## src/design/gom_pkg.sv

```systemverilog
package gom_pkg;

    localparam int RX_PORTS = 4;
    localparam int TX_PORTS = 2;
    localparam int REMOTE_GPIOS = 4;
    localparam int DATA_W = 32;
    localparam int ADR_W = 8;
    localparam int WORD_LSB = 2;

    // Register word indices; the byte address is four times the index.
    localparam logic [5:0] CTL_WORD = 6'h13;
    localparam logic [5:0] STATUS_WORD = 6'h20;
    localparam logic [7:0] CTL_RESET = 8'h00;
    localparam logic [31:0] DATA_ZERO = 32'h0000_0000;

    // Source field codes.
    localparam logic [2:0] SRC_STATUS = 3'h4;
    localparam logic [2:0] SRC_RESERVED = 3'h5;
    localparam logic [2:0] SRC_TX0 = 3'h6;
    localparam logic [2:0] SRC_TX1 = 3'h7;

    // Select codes when a receive port is the source.
    localparam logic [2:0] SEL_RX_GPIO_LAST = 3'h3;
    localparam logic [2:0] SEL_RX_LOCK = 3'h4;
    localparam logic [2:0] SEL_RX_PASS = 3'h5;
    localparam logic [2:0] SEL_RX_FV = 3'h6;
    localparam logic [2:0] SEL_RX_LV = 3'h7;

    // Select codes when device status is the source.
    localparam logic [2:0] SEL_ST_SWLEVEL = 3'h0;
    localparam logic [2:0] SEL_ST_LOCK_OR = 3'h1;
    localparam logic [2:0] SEL_ST_PASS_AND = 3'h2;
    localparam logic [2:0] SEL_ST_PASS_AND_ALT = 3'h3;
    localparam logic [2:0] SEL_ST_FSYNC = 3'h4;

    // Select codes when a transmit port is the source.
    localparam logic [2:0] SEL_TX_PASS_AND = 3'h0;
    localparam logic [2:0] SEL_TX_PASS_OR = 3'h1;
    localparam logic [2:0] SEL_TX_FV = 3'h2;
    localparam logic [2:0] SEL_TX_LV = 3'h3;
    localparam logic [2:0] SEL_TX_SYNCED = 3'h4;
    localparam logic [2:0] SEL_TX_IRQ = 3'h5;

    typedef struct packed {
        logic [2:0] pin3_signal_select;
        logic [2:0] pin3_source_select;
        logic pin3_software_level;
        logic pin3_drive_enable;
    } gom_ctl_s;

    typedef struct packed {
        logic [3:0] remote_gpio;
        logic lock;
        logic pass;
        logic frame_valid;
        logic line_valid;
    } gom_rx_s;

    typedef struct packed {
        logic [3:0] rx_mask;
        logic frame_valid;
        logic line_valid;
        logic synced;
        logic irq;
    } gom_tx_s;

    typedef struct packed {
        logic [3:0] pass_vec;
        logic [3:0] lock_vec;
        logic mux_level;
        logic pin_enabled;
        logic pin_level;
    } gom_status_s;

    typedef enum logic [1:0] {
        GOM_IDLE = 2'b01,
        GOM_ACK = 2'b10
    } gom_bus_e;

    function automatic logic gom_src_is_rx(input logic [2:0] src);
        return src < SRC_STATUS;
    endfunction

    function automatic logic gom_src_is_tx(input logic [2:0] src);
        return (src == SRC_TX0) || (src == SRC_TX1);
    endfunction

endpackage

```

## src/design/gom_level_mux.sv

```systemverilog
`timescale 1ns/10ps
module gom_level_mux
    import gom_pkg::*;
(
    input wire gom_ctl_s ctl_i,
    input wire gom_rx_s [RX_PORTS-1:0] rx_i,
    input wire logic [RX_PORTS-1:0] rx_en_i,
    input wire gom_tx_s [TX_PORTS-1:0] tx_i,
    input wire logic frame_sync_pulse_i,
    output logic [RX_PORTS-1:0] lock_vec_o,
    output logic [RX_PORTS-1:0] pass_vec_o,
    output logic level_o
);

    logic [RX_PORTS-1:0] tx_mask;
    gom_rx_s rx_sel;
    gom_tx_s tx_sel;

    genvar g;
    generate
        for (g = 0; g < RX_PORTS; g++)
        begin : g_vec
            assign lock_vec_o[g] = rx_i[g].lock;
            assign pass_vec_o[g] = rx_i[g].pass;
        end
    endgenerate

    assign rx_sel = rx_i[ctl_i.pin3_source_select[1:0]];
    assign tx_sel = tx_i[ctl_i.pin3_source_select[0]];
    assign tx_mask = tx_sel.rx_mask;

    // An empty group of enabled ports gives a low AND, not a vacuous high.
    always_comb
    begin
        level_o = 1'b0;
        if (gom_src_is_rx(ctl_i.pin3_source_select))
        begin
            case (ctl_i.pin3_signal_select)
                SEL_RX_LOCK: level_o = rx_sel.lock;
                SEL_RX_PASS: level_o = rx_sel.pass;
                SEL_RX_FV: level_o = rx_sel.frame_valid;
                SEL_RX_LV: level_o = rx_sel.line_valid;
                default: level_o = rx_sel.remote_gpio[ctl_i.pin3_signal_select[1:0]];
            endcase
        end
        else if (ctl_i.pin3_source_select == SRC_STATUS)
        begin
            case (ctl_i.pin3_signal_select)
                SEL_ST_SWLEVEL: level_o = ctl_i.pin3_software_level;
                SEL_ST_LOCK_OR: level_o = |(lock_vec_o & rx_en_i);
                SEL_ST_PASS_AND, SEL_ST_PASS_AND_ALT:
                    level_o = (|rx_en_i) & (&(pass_vec_o | ~rx_en_i));
                SEL_ST_FSYNC: level_o = frame_sync_pulse_i;
                default: level_o = 1'b0;
            endcase
        end
        else if (gom_src_is_tx(ctl_i.pin3_source_select))
        begin
            case (ctl_i.pin3_signal_select)
                SEL_TX_PASS_AND: level_o = (|tx_mask) & (&(pass_vec_o | ~tx_mask));
                SEL_TX_PASS_OR: level_o = |(pass_vec_o & tx_mask);
                SEL_TX_FV: level_o = tx_sel.frame_valid;
                SEL_TX_LV: level_o = tx_sel.line_valid;
                SEL_TX_SYNCED: level_o = tx_sel.synced;
                SEL_TX_IRQ: level_o = tx_sel.irq;
                default: level_o = 1'b0;
            endcase
        end
    end

endmodule

```

## src/design/gom_pin3_output.sv

```systemverilog
// Summary of operation
// - The source field in bits 4:2 picks receive port 0-3, device status, reserved 101, or TX 0/1.
// - With a receive port as source, select codes 000-011 give its remote GPIO 0-3.
// - With a receive port as source, select 100 gives its lock and 101 its pass indication.
// - With a receive port as source, select 110 gives its frame valid and 111 its line valid.
// - With device status as source, select 000 gives the software level bit of this register.
// - With device status as source, select 001 gives the OR of lock over enabled receive ports.
// - With device status as source, selects 010 and 011 give the AND of pass over enabled ports.
// - With device status as source, select 100 gives frame sync and 101-111 are reserved.
// - With a TX port as source, select 000 gives AND and 001 the OR of its chosen ports' pass.
// - With a TX port as source, select 010 gives its frame valid and 011 its line valid.
// - With a TX port as source, select 100 gives synchronized, 101 its interrupt, 110-111 reserved.
// - Bit 1 holds a software level used as the pin value when the register value is chosen.
// - The pin driver is enabled only while bit 0 is one, whatever source and select say.
// - The 8-bit control register sits at index 0x13 and resets to 0x00.
//
// The Wishbone interface to the registers and the register addresses were chosen for this implementation.
`timescale 1ns/10ps
module gom_pin3_output
    import gom_pkg::*;
(
    input wire logic clk_i,
    input wire logic rst_i,
    input wire logic wb_cyc_i,
    input wire logic wb_stb_i,
    input wire logic wb_we_i,
    input wire logic [ADR_W-1:0] wb_adr_i,
    input wire logic [3:0] wb_sel_i,
    input wire logic [DATA_W-1:0] wb_dat_i,
    output logic [DATA_W-1:0] wb_dat_o,
    output logic wb_ack_o,
    input wire gom_rx_s [RX_PORTS-1:0] rx_status_i,
    input wire logic [RX_PORTS-1:0] rx_enable_i,
    input wire gom_tx_s [TX_PORTS-1:0] tx_status_i,
    input wire logic frame_sync_pulse_i,
    output logic pin3_out_o,
    output logic pin3_oe_o
);

    gom_ctl_s pin3_output_control;
    gom_bus_e bus_state;
    gom_rx_s [RX_PORTS-1:0] rx_sync;
    gom_status_s status_word;
    logic [RX_PORTS-1:0] lock_vec;
    logic [RX_PORTS-1:0] pass_vec;
    logic mux_level;
    logic bus_req;
    logic hit_ctl;
    logic hit_status;
    logic [DATA_W-1:0] next_read_data;

    // Receive-port signals are recovered from the links and are not on this clock.
    gom_sync #(
        .WIDTH($bits(rx_status_i))
    ) u_rx_sync (
        .clk_i(clk_i),
        .rst_i(rst_i),
        .async_i(rx_status_i),
        .sync_o(rx_sync)
    );

    gom_level_mux u_mux (
        .ctl_i(pin3_output_control),
        .rx_i(rx_sync),
        .rx_en_i(rx_enable_i),
        .tx_i(tx_status_i),
        .frame_sync_pulse_i(frame_sync_pulse_i),
        .lock_vec_o(lock_vec),
        .pass_vec_o(pass_vec),
        .level_o(mux_level)
    );

    assign bus_req = wb_cyc_i && wb_stb_i && (bus_state == GOM_IDLE);

    always_comb
    begin
        hit_ctl = 1'b0;
        hit_status = 1'b0;
        if (wb_adr_i[ADR_W-1:WORD_LSB] == CTL_WORD)
        begin
            hit_ctl = 1'b1;
        end
        else if (wb_adr_i[ADR_W-1:WORD_LSB] == STATUS_WORD)
        begin
            hit_status = 1'b1;
        end
    end

    assign status_word = '{
        pass_vec: pass_vec,
        lock_vec: lock_vec,
        mux_level: mux_level,
        pin_enabled: pin3_oe_o,
        pin_level: pin3_out_o
    };

    // Unmapped addresses are acknowledged, read as zero and ignore writes.
    always_comb
    begin
        next_read_data = DATA_ZERO;
        if (hit_ctl)
        begin
            next_read_data = {{(DATA_W - $bits(gom_ctl_s)){1'b0}}, pin3_output_control};
        end
        else if (hit_status)
        begin
            next_read_data = {{(DATA_W - $bits(gom_status_s)){1'b0}}, status_word};
        end
    end

    // Every access is answered one cycle after it is seen; ack lasts one cycle.
    always_ff @(posedge clk_i)
    begin
        if (rst_i)
        begin
            bus_state <= GOM_IDLE;
            wb_ack_o <= 1'b0;
            wb_dat_o <= DATA_ZERO;
        end
        else
        begin
            case (bus_state)
                GOM_IDLE:
                begin
                    if (bus_req)
                    begin
                        bus_state <= GOM_ACK;
                        wb_ack_o <= 1'b1;
                        wb_dat_o <= wb_we_i ? DATA_ZERO : next_read_data;
                    end
                end
                GOM_ACK:
                begin
                    bus_state <= GOM_IDLE;
                    wb_ack_o <= 1'b0;
                end
                default:
                begin
                    bus_state <= GOM_IDLE;
                    wb_ack_o <= 1'b0;
                end
            endcase
        end
    end

    // Only byte lane 0 carries the control bits.
    always_ff @(posedge clk_i)
    begin
        if (rst_i)
        begin
            pin3_output_control <= CTL_RESET;
        end
        else if (bus_req && wb_we_i && hit_ctl && wb_sel_i[0])
        begin
            pin3_output_control <= wb_dat_i[$bits(gom_ctl_s)-1:0];
        end
    end

    // A disabled pin is not driven and its output value is held low.
    always_ff @(posedge clk_i)
    begin
        if (rst_i)
        begin
            pin3_out_o <= 1'b0;
            pin3_oe_o <= 1'b0;
        end
        else
        begin
            pin3_oe_o <= pin3_output_control.pin3_drive_enable;
            pin3_out_o <= pin3_output_control.pin3_drive_enable && mux_level;
        end
    end

    logic [2:0] src;
    logic [2:0] sel;
    logic en;

    assign src = pin3_output_control.pin3_source_select;
    assign sel = pin3_output_control.pin3_signal_select;
    assign en = pin3_output_control.pin3_drive_enable;
endmodule

```

## src/design/gom_sync.sv

```systemverilog
`timescale 1ns/10ps
module gom_sync
    import gom_pkg::*;
#(
    parameter int WIDTH = 1
)
(
    input wire logic clk_i,
    input wire logic rst_i,
    input wire logic [WIDTH-1:0] async_i,
    output logic [WIDTH-1:0] sync_o
);

    logic [WIDTH-1:0] stage_one;

    // The first stage feeds only the second one.
    always_ff @(posedge clk_i)
    begin
        if (rst_i)
        begin
            stage_one <= '0;
            sync_o <= '0;
        end
        else
        begin
            stage_one <= async_i;
            sync_o <= stage_one;
        end
    end

endmodule

```

## config.mk

```make
export PLATFORM = sky130hd
export DESIGN_NAME = gom_pin3_output
export DESIGN_NICKNAME = d
export VERILOG_FILES = /design/src/design/gom_pkg.sv /design/src/design/gom_level_mux.sv /design/src/design/gom_pin3_output.sv /design/src/design/gom_sync.sv
export SDC_FILE = /design/constraint.sdc
export NUM_CORES = 1
export LEC_CHECK = 0
export ABC_CLOCK_PERIOD_IN_PS = 4900
export BUFFER_PORTS_ARGS = -buffer_cell sky130_fd_sc_hd__buf_4
export CAP_MARGIN = 20
export CORE_ASPECT_RATIO = 1.2
export CORE_UTILIZATION = 45
export DETAILED_ROUTE_END_ITERATION = 7
export PLACE_DENSITY = 0.81
export SLEW_MARGIN = 20
export SYNTH_ARGS = -nofsm -noshare
export SYNTH_HDL_FRONTEND = slang
export SYNTH_SLANG_ARGS = --single-unit
```

## constraint.sdc

```tcl
create_clock -name clk_i -period 4.9 [get_ports clk_i]
set_clock_uncertainty 0.15 [all_clocks]
set_input_delay 0.735 -clock clk_i [delete_from_list [all_inputs] [get_ports clk_i]]
set_output_delay 0.735 -clock clk_i [all_outputs]
set_load 0.05 [all_outputs]
```

Word level (Yosys, flattened, before mapping)
Index checks and enable logic that the tools add are counted.
{"block": "word_totals", "latchBits": 0, "ram_bits": 0, "in_bits": 102, "n_memories": 0, "romBits": 0, "elab_cells": 72, "reg_bits": 109, "out_inout_bits": 35}
{"block": "classes", "eq_ne": 13, "n_mul": 0, "n_div": 0, "bitwise_logic": 9, "magnitude_cmp": 4, "add_sub_neg": 0, "muxes": 18, "n_shift": 0, "reduce_logical": 17}
{"op": "32-bit two-way mux", "count": 1}
{"op": "8-bit two-way mux", "count": 3}
{"op": "11-bit two-way mux", "count": 2}
{"op": "3-bit equality test (second input constant)", "count": 7}
{"op": "8-bit binary-select mux with 2-bit select", "count": 1}
{"op": "4-bit OR reduction", "count": 4}
{"op": "4-bit bitwise AND", "count": 2}
{"op": "4-bit NOT", "count": 2}
{"op": "4-bit bitwise OR", "count": 2}
{"op": "1-bit one-hot mux with 4 select lines", "count": 2}
{"op": "4-bit AND reduction", "count": 2}
{"op": "1-bit two-way mux", "count": 7}
{"op": "3-bit by 2-bit equality test with 1-bit output (second input constant)", "count": 2}
{"op": "6-bit by 5-bit equality test with 1-bit output (second input constant)", "count": 1}
{"op": "6-bit equality test (second input constant)", "count": 1}
{"op": "1-bit logical AND", "count": 6}
{"op": "2-bit by 3-bit < comparator with 1-bit output (second input constant)", "count": 2}
{"op": "1-bit one-hot mux with 6 select lines", "count": 1}
{"op": "2-bit OR reduction", "count": 2}
{"op": "3-bit by 1-bit equality test with 1-bit output (second input constant)", "count": 1}
{"op": "3-bit logical NOT", "count": 1}
{"op": "3-bit < comparator (second input constant)", "count": 1}
{"op": "1-bit bitwise AND", "count": 2}
{"op": "1-bit binary-select mux with 2-bit select", "count": 1}
{"op": "5 further kinds", "count": 5}

Longest topological paths before layout
{"block": "depth", "depth_word": 13, "depth_mapped": 8}

Hierarchy
A second synthesis with hierarchy kept.
{"block": "unflattened", "hier_cells": 320, "hier_area_um2": 3672.3}
{"module": "gom_sync", "area_each_um2": 1918.1, "instances": 1, "cells_each": 135}
{"module": "gom_pin3_output", "area_each_um2": 1033.5, "instances": 1, "cells_each": 112}
{"module": "gom_level_mux", "area_each_um2": 720.7, "instances": 1, "cells_each": 73}

Worst setup path before layout
OpenSTA, ideal clock, no wires.
{"block": "synth_timing", "path_type": "input -> register", "start": "in wb_adr_i[7]", "end": "reg pin3_output_control, in the netlist en", "t_required_ns": 4.622, "setup_ns": 0.128, "n_path_buf": 0, "path_stages": 5, "arrival_time_ns": 1.926, "setup_slack_ns": 2.696, "cell_sequence": "nand4b_1 -> or3_1 -> nor3_4 -> mux2i_1 -> nor2_1"}
{"block": "synth_between", "elab_chain_len": 4}
{"item": "start: declaration", "line": "gom_pin3_output.sv:27", "rtl": "input wire logic [ADR_W-1:0] wb_adr_i,"}
{"item": "6-bit by 5-bit equality test with 1-bit output", "line": "gom_pin3_output.sv:79", "rtl": "if (wb_adr_i[ADR_W-1:WORD_LSB] == CTL_WORD)"}
{"item": "1-bit two-way mux", "line": "gom_pin3_output.sv:79"}
{"item": "1-bit logical AND (2 in series)", "line": "gom_pin3_output.sv:153", "rtl": "else if (bus_req && wb_we_i && hit_ctl && wb_sel_i[0])"}
{"item": "end signal: assignment", "line": "gom_pin3_output.sv:155", "rtl": "pin3_output_control <= wb_dat_i[$bits(gom_ctl_s)-1:0];"}
{"item": "end: declaration", "line": "gom_pin3_output.sv:40", "rtl": "gom_ctl_s pin3_output_control;"}
No other way between the ends.
A chain may end at the register's enable or synchronous reset.

Worst setup path after layout
{"block": "layout_timing", "start": "reg pin3_output_control, in the netlist src[1]", "end": "reg pin3_out_o"}
{"block": "layout_between", "elab_chain_len": 7, "elab_cells_between_ends": 14}
{"item": "8-bit binary-select mux with 2-bit select", "line": "gom_level_mux.sv:28", "rtl": "assign rx_sel = rx_i[ctl_i.pin3_source_select[1:0]];"}
{"item": "8-bit two-way mux (implied by the code)", "line": "gom_level_mux.sv:28"}
{"item": "1-bit binary-select mux with 2-bit select", "line": "gom_level_mux.sv:43", "rtl": "default: level_o = rx_sel.remote_gpio[ctl_i.pin3_signal_select[1:0]];"}
{"item": "1-bit two-way mux (implied by the code)", "line": "gom_level_mux.sv:43"}
{"item": "1-bit one-hot mux with 4 select lines", "line": "gom_level_mux.sv:38", "rtl": "case (ctl_i.pin3_signal_select)"}
{"item": "1-bit two-way mux *", "line": "gom_level_mux.sv:36", "rtl": "if (gom_src_is_rx(ctl_i.pin3_source_select))"}
{"item": "1-bit logical AND *", "line": "gom_pin3_output.sv:170", "rtl": "pin3_out_o <= pin3_output_control.pin3_drive_enable && mux_level;"}
{"item": "end signal: assignment", "line": "gom_pin3_output.sv:170"}
{"item": "end: declaration", "line": "gom_pin3_output.sv:36", "rtl": "output logic pin3_out_o,"}
Every way passes the cells marked *; elsewhere a longest branch is shown, timed or not. The select of a mux whose other input is x is not followed.

==> results.sh <==
export IMPL_syn2layout_area_growth_pct=23.07
export IMPL_grt_pass1_vias=2186
export IMPL_r2r_start="src[1]"
export IMPL_async_flop_share_pct=0
export IMPL_setup_violations=0
export IMPL_slowest_stage="dfxtp_1"
export IMPL_port_buffers=86
export IMPL_synth_area_mm2=0.003352
export IMPL_drt_initial_drc_count=174
export IMPL_ant_nets=0
export IMPL_grt_total_usage_pct=17.02
export IMPL_clock_latency_ns=0.35
export IMPL_p_leak_nw=1.661
export IMPL_grt_max_degree=87
export IMPL_drv_slew=0
export IMPL_dieArea_mm2=0.007799
export IMPL_wirelength_mm=6.339
export IMPL_fmax_mhz=404.6
export IMPL_path_clk_slew_ns=0.08
export IMPL_path_class="flop to flop"
export IMPL_cpPeakStageDelay_ns=0.85
export IMPL_reg2reg_to="pin3_out_o"
export IMPL_crit_chain="mux2i_1 -> mux4_2 -> a22oi_1 -> a31oi_1 -> a31oi_1 -> and2_1"
export IMPL_clockBufferDepth=2
export IMPL_die_w_um=80.79
export IMPL_comb_power_share_pct=9.6
export IMPL_crit_arrival_ns=2.61
export IMPL_rows=34
export IMPL_cts_sinks=87
export IMPL_first_pass_iters=7
export IMPL_cts_resized=0
export IMPL_critPathLaunch="src[1]"
export IMPL_fillers=656
export IMPL_rr_worst_depth=6
export IMPL_cts_tree="done"
export IMPL_dpl_hpwl_mm=4.698
export IMPL_ys_warn_count=0
export IMPL_antenna_found_initial=0
export IMPL_drcViolationCount=1
export IMPL_yosysSeqAreaShare_pct=51.96
export IMPL_ir_drop_v=0.0001928
export IMPL_tns_ns=0
export IMPL_final_layout_size_suffix_gt1_share_pct=27.54
export IMPL_vias=2386
export IMPL_dp_cells=478
export IMPL_switching_share_pct=23.40
export IMPL_layout_nets=501
export IMPL_start_kind="flop"
export IMPL_grt_overflow=0
export IMPL_path_max_fanout=18
export IMPL_p_int_mw=1.024
export IMPL_ctsHtreeMaxLevel=3
export IMPL_critPathCapture="pin3_out_o"
export IMPL_avgRoutedWirePerCell_um=12.86
export IMPL_num_antenna_cells=0
export IMPL_cts_root_buf="clkbuf_8"
export IMPL_clock_power_share_pct=35.1
export IMPL_tightest_slew_ns=0.8137
export IMPL_gp_congestion=0.8952
export IMPL_via_per_inst=4.840
export IMPL_max_cap_violations=0
export IMPL_violations="DRC"
export IMPL_cts_buffers=9
export IMPL_grt_pass1_wl_mm=9.666
export IMPL_hold_class="flop to flop"
export IMPL_die_height_um=96.55
export IMPL_coreArea_mm2=0.007232
export IMPL_start_util_pct=46.35
export IMPL_fin_crit_sh_pct=50.44
export IMPL_ys_ff_latch=87
export IMPL_power_frac_seq_pct=55.3
export IMPL_min_period_ns=2.472
export IMPL_synth_edf_count=0
export IMPL_pin_count=137
export IMPL_rsz0062_at_grt="no"
export IMPL_status="finished with violations"
export IMPL_p_per_area_mw_per_mm2=323.9
export IMPL_slew_headroom_pct=45.68
export IMPL_r2r_slack_ns=2.43
export IMPL_cp_data_required_time_ns=5.04
export IMPL_crit_top_cell="a31oi_1"
export IMPL_critPathCaptureType="flop"
export IMPL_syn_avg_cell_area_um2=10.41
export IMPL_ys_types=36
export IMPL_hold_violations=0
export IMPL_ys_flop_type="dfxtp_1"
export IMPL_postCtsSetupRepairBufs=0
export IMPL_stdcell_count=493
export IMPL_cts_hold_buf=0
export IMPL_p_switching_mw=0.3127
export IMPL_syn_instance_count=322
[critical path: cells and delay by family (launching register included)]
kind / cells / cell delay [ns]
AOI/OAI and AO/OA: 3 / 0.58
DFF: 1 / 0.85
and+or+nand+nor: 1 / 0.16
muxes: 2 / 0.68
[flip-flops by register name, summed over array words and instances, names as in the netlist]
name	flops
bus_state	1
en	1
pin3_oe_o	1
pin3_out_o	1
pin3_output_control	1
sel	3
src	3
u_rx_sync.stage_one	32
u_rx_sync.sync_o	32
wb_ack_o	1
wb_dat_o	11
[routing by layer]
metal / vias to the layer above / global-route usage (%) / wire length [um]
li1: 1195 / - / -
met1: 1076 / 17.53 / 2371
met2: 102 / 29.87 / 3251
met3: 13 / 6.009 / 576
met4: 0 / 9.673 / 141
met5: - / 0 / 0
[layout by cell type (no fill, tap or decap), types with 2 or more instances in the layout]
cell type / synthesis / final
nor2_1: 21 / 21
a22oi_1: 9 / 9
nand4b_1: 2 / 2
a222oi_1: 7 / 7
nor2b_1: 68 / 68
mux4_2: 5 / 5
nor3_1: 5 / 5
nand2_1: 10 / 10
conb_1: 1 / 21
buf_4: 22 / 86
a21oi_1: 3 / 3
o21ai_0: 8 / 8
dfxtp_1: 87 / 87
clkinvlp_4: 0 / 2
a31oi_1: 3 / 3
o311ai_0: 2 / 2
and2_1: 2 / 2
nand3_1: 2 / 2
mux2_2: 4 / 4
mux2i_1: 23 / 23
clkbuf_8: 0 / 9
inv_1: 7 / 7
[metrics by stage]
stage / instance area, um^2 / utilization (%) / hold slack, ns / total power, mW / worst slack (ns)
floorplan: 3427 / - / 0.2638 / 0.8430 / 2.696
global placement: 3939 / 54.46 / 0.2718 / 0.8810 / 2.331
detailed placement: 3939 / 54.46 / 0.2712 / 0.8845 / 2.251
CTS: 4125 / 57.04 / 0.2915 / 1.354 / 2.386
global route: 4125 / 57.04 / 0.3019 / 1.395 / 2.216
finish: 4125 / 57.04 / 0.2877 / 1.336 / 2.428
[synthesized netlist by cell type, types with 3 or more instances]
cell | count | area share, %
dfxtp_1 | 87 | 52
nor2b_1 | 68 | 13
mux2i_1 | 23 | 6.9
buf_4 | 22 | 4.9
nor2_1 | 21 | 2.4
clkbuf_1 | 12 | 1.3
nand2_1 | 10 | 1.1
a22oi_1 | 9 | 2.0
o21ai_0 | 8 | 1.2
a222oi_1 | 7 | 2.1
inv_1 | 7 | 0.78
buf_2 | 5 | 0.75
mux4_2 | 5 | 3.4
nor3_1 | 5 | 0.75
mux2_2 | 4 | 1.3
a21oi_1 | 3 | 0.45
a31oi_1 | 3 | 0.56
[kinds of logic after synthesis]
kind of cell           Yosys count  share of synthesized area (%)
AND/OR/NAND/NOR                119                          20.31
flip-flops                      87                          51.96
buffers and inverters           47                          8.137
AO/OA/AOI/OAI                   36                          7.914
multiplexers                    32                          11.57
other                            1                         0.1119
[power groups by stage]
stage          clock [mW]  sequential, mW  combinational [mW]
2_1_floorplan           0           0.754              0.0888
3_3_place_gp            0           0.755               0.126
3_5_place_dp            0           0.756               0.128
4_1_cts             0.485           0.740               0.129
5_1_grt             0.514           0.742               0.138
6_report            0.469           0.740               0.128
[worst min path at each step]
stage / from / end / slack [ns] / cells after the start
5_1_grt: u_rx_sync.stage_one[31] / u_rx_sync.sync_o[31] / 0.30 / 1
3_3_place_gp: u_rx_sync.stage_one[14] / u_rx_sync.sync_o[14] / 0.27 / 1
6_report: u_rx_sync.stage_one[31] / u_rx_sync.sync_o[31] / 0.29 / 1
4_1_cts: u_rx_sync.stage_one[31] / u_rx_sync.sync_o[31] / 0.29 / 1
3_5_place_dp: u_rx_sync.stage_one[30] / u_rx_sync.sync_o[30] / 0.27 / 1
2_1_floorplan: u_rx_sync.stage_one[0] / u_rx_sync.sync_o[0] / 0.26 / 1
[layout make-up]
type | count | area (um^2) | share of cell area [%]
multi-input combinational | 208 | 1413 | 34.24
clock buffer | 10 | 127.6 | 3.094
inverter | 7 | 26.28 | 0.6369
tap | 90 | 112.6 | 2.730
sequential | 87 | 1742 | 42.22
timing repair buffer | 86 | 645.6 | 15.65
clock inverter | 5 | 58.81 | 1.426
(Power assumes the default switching activity.)
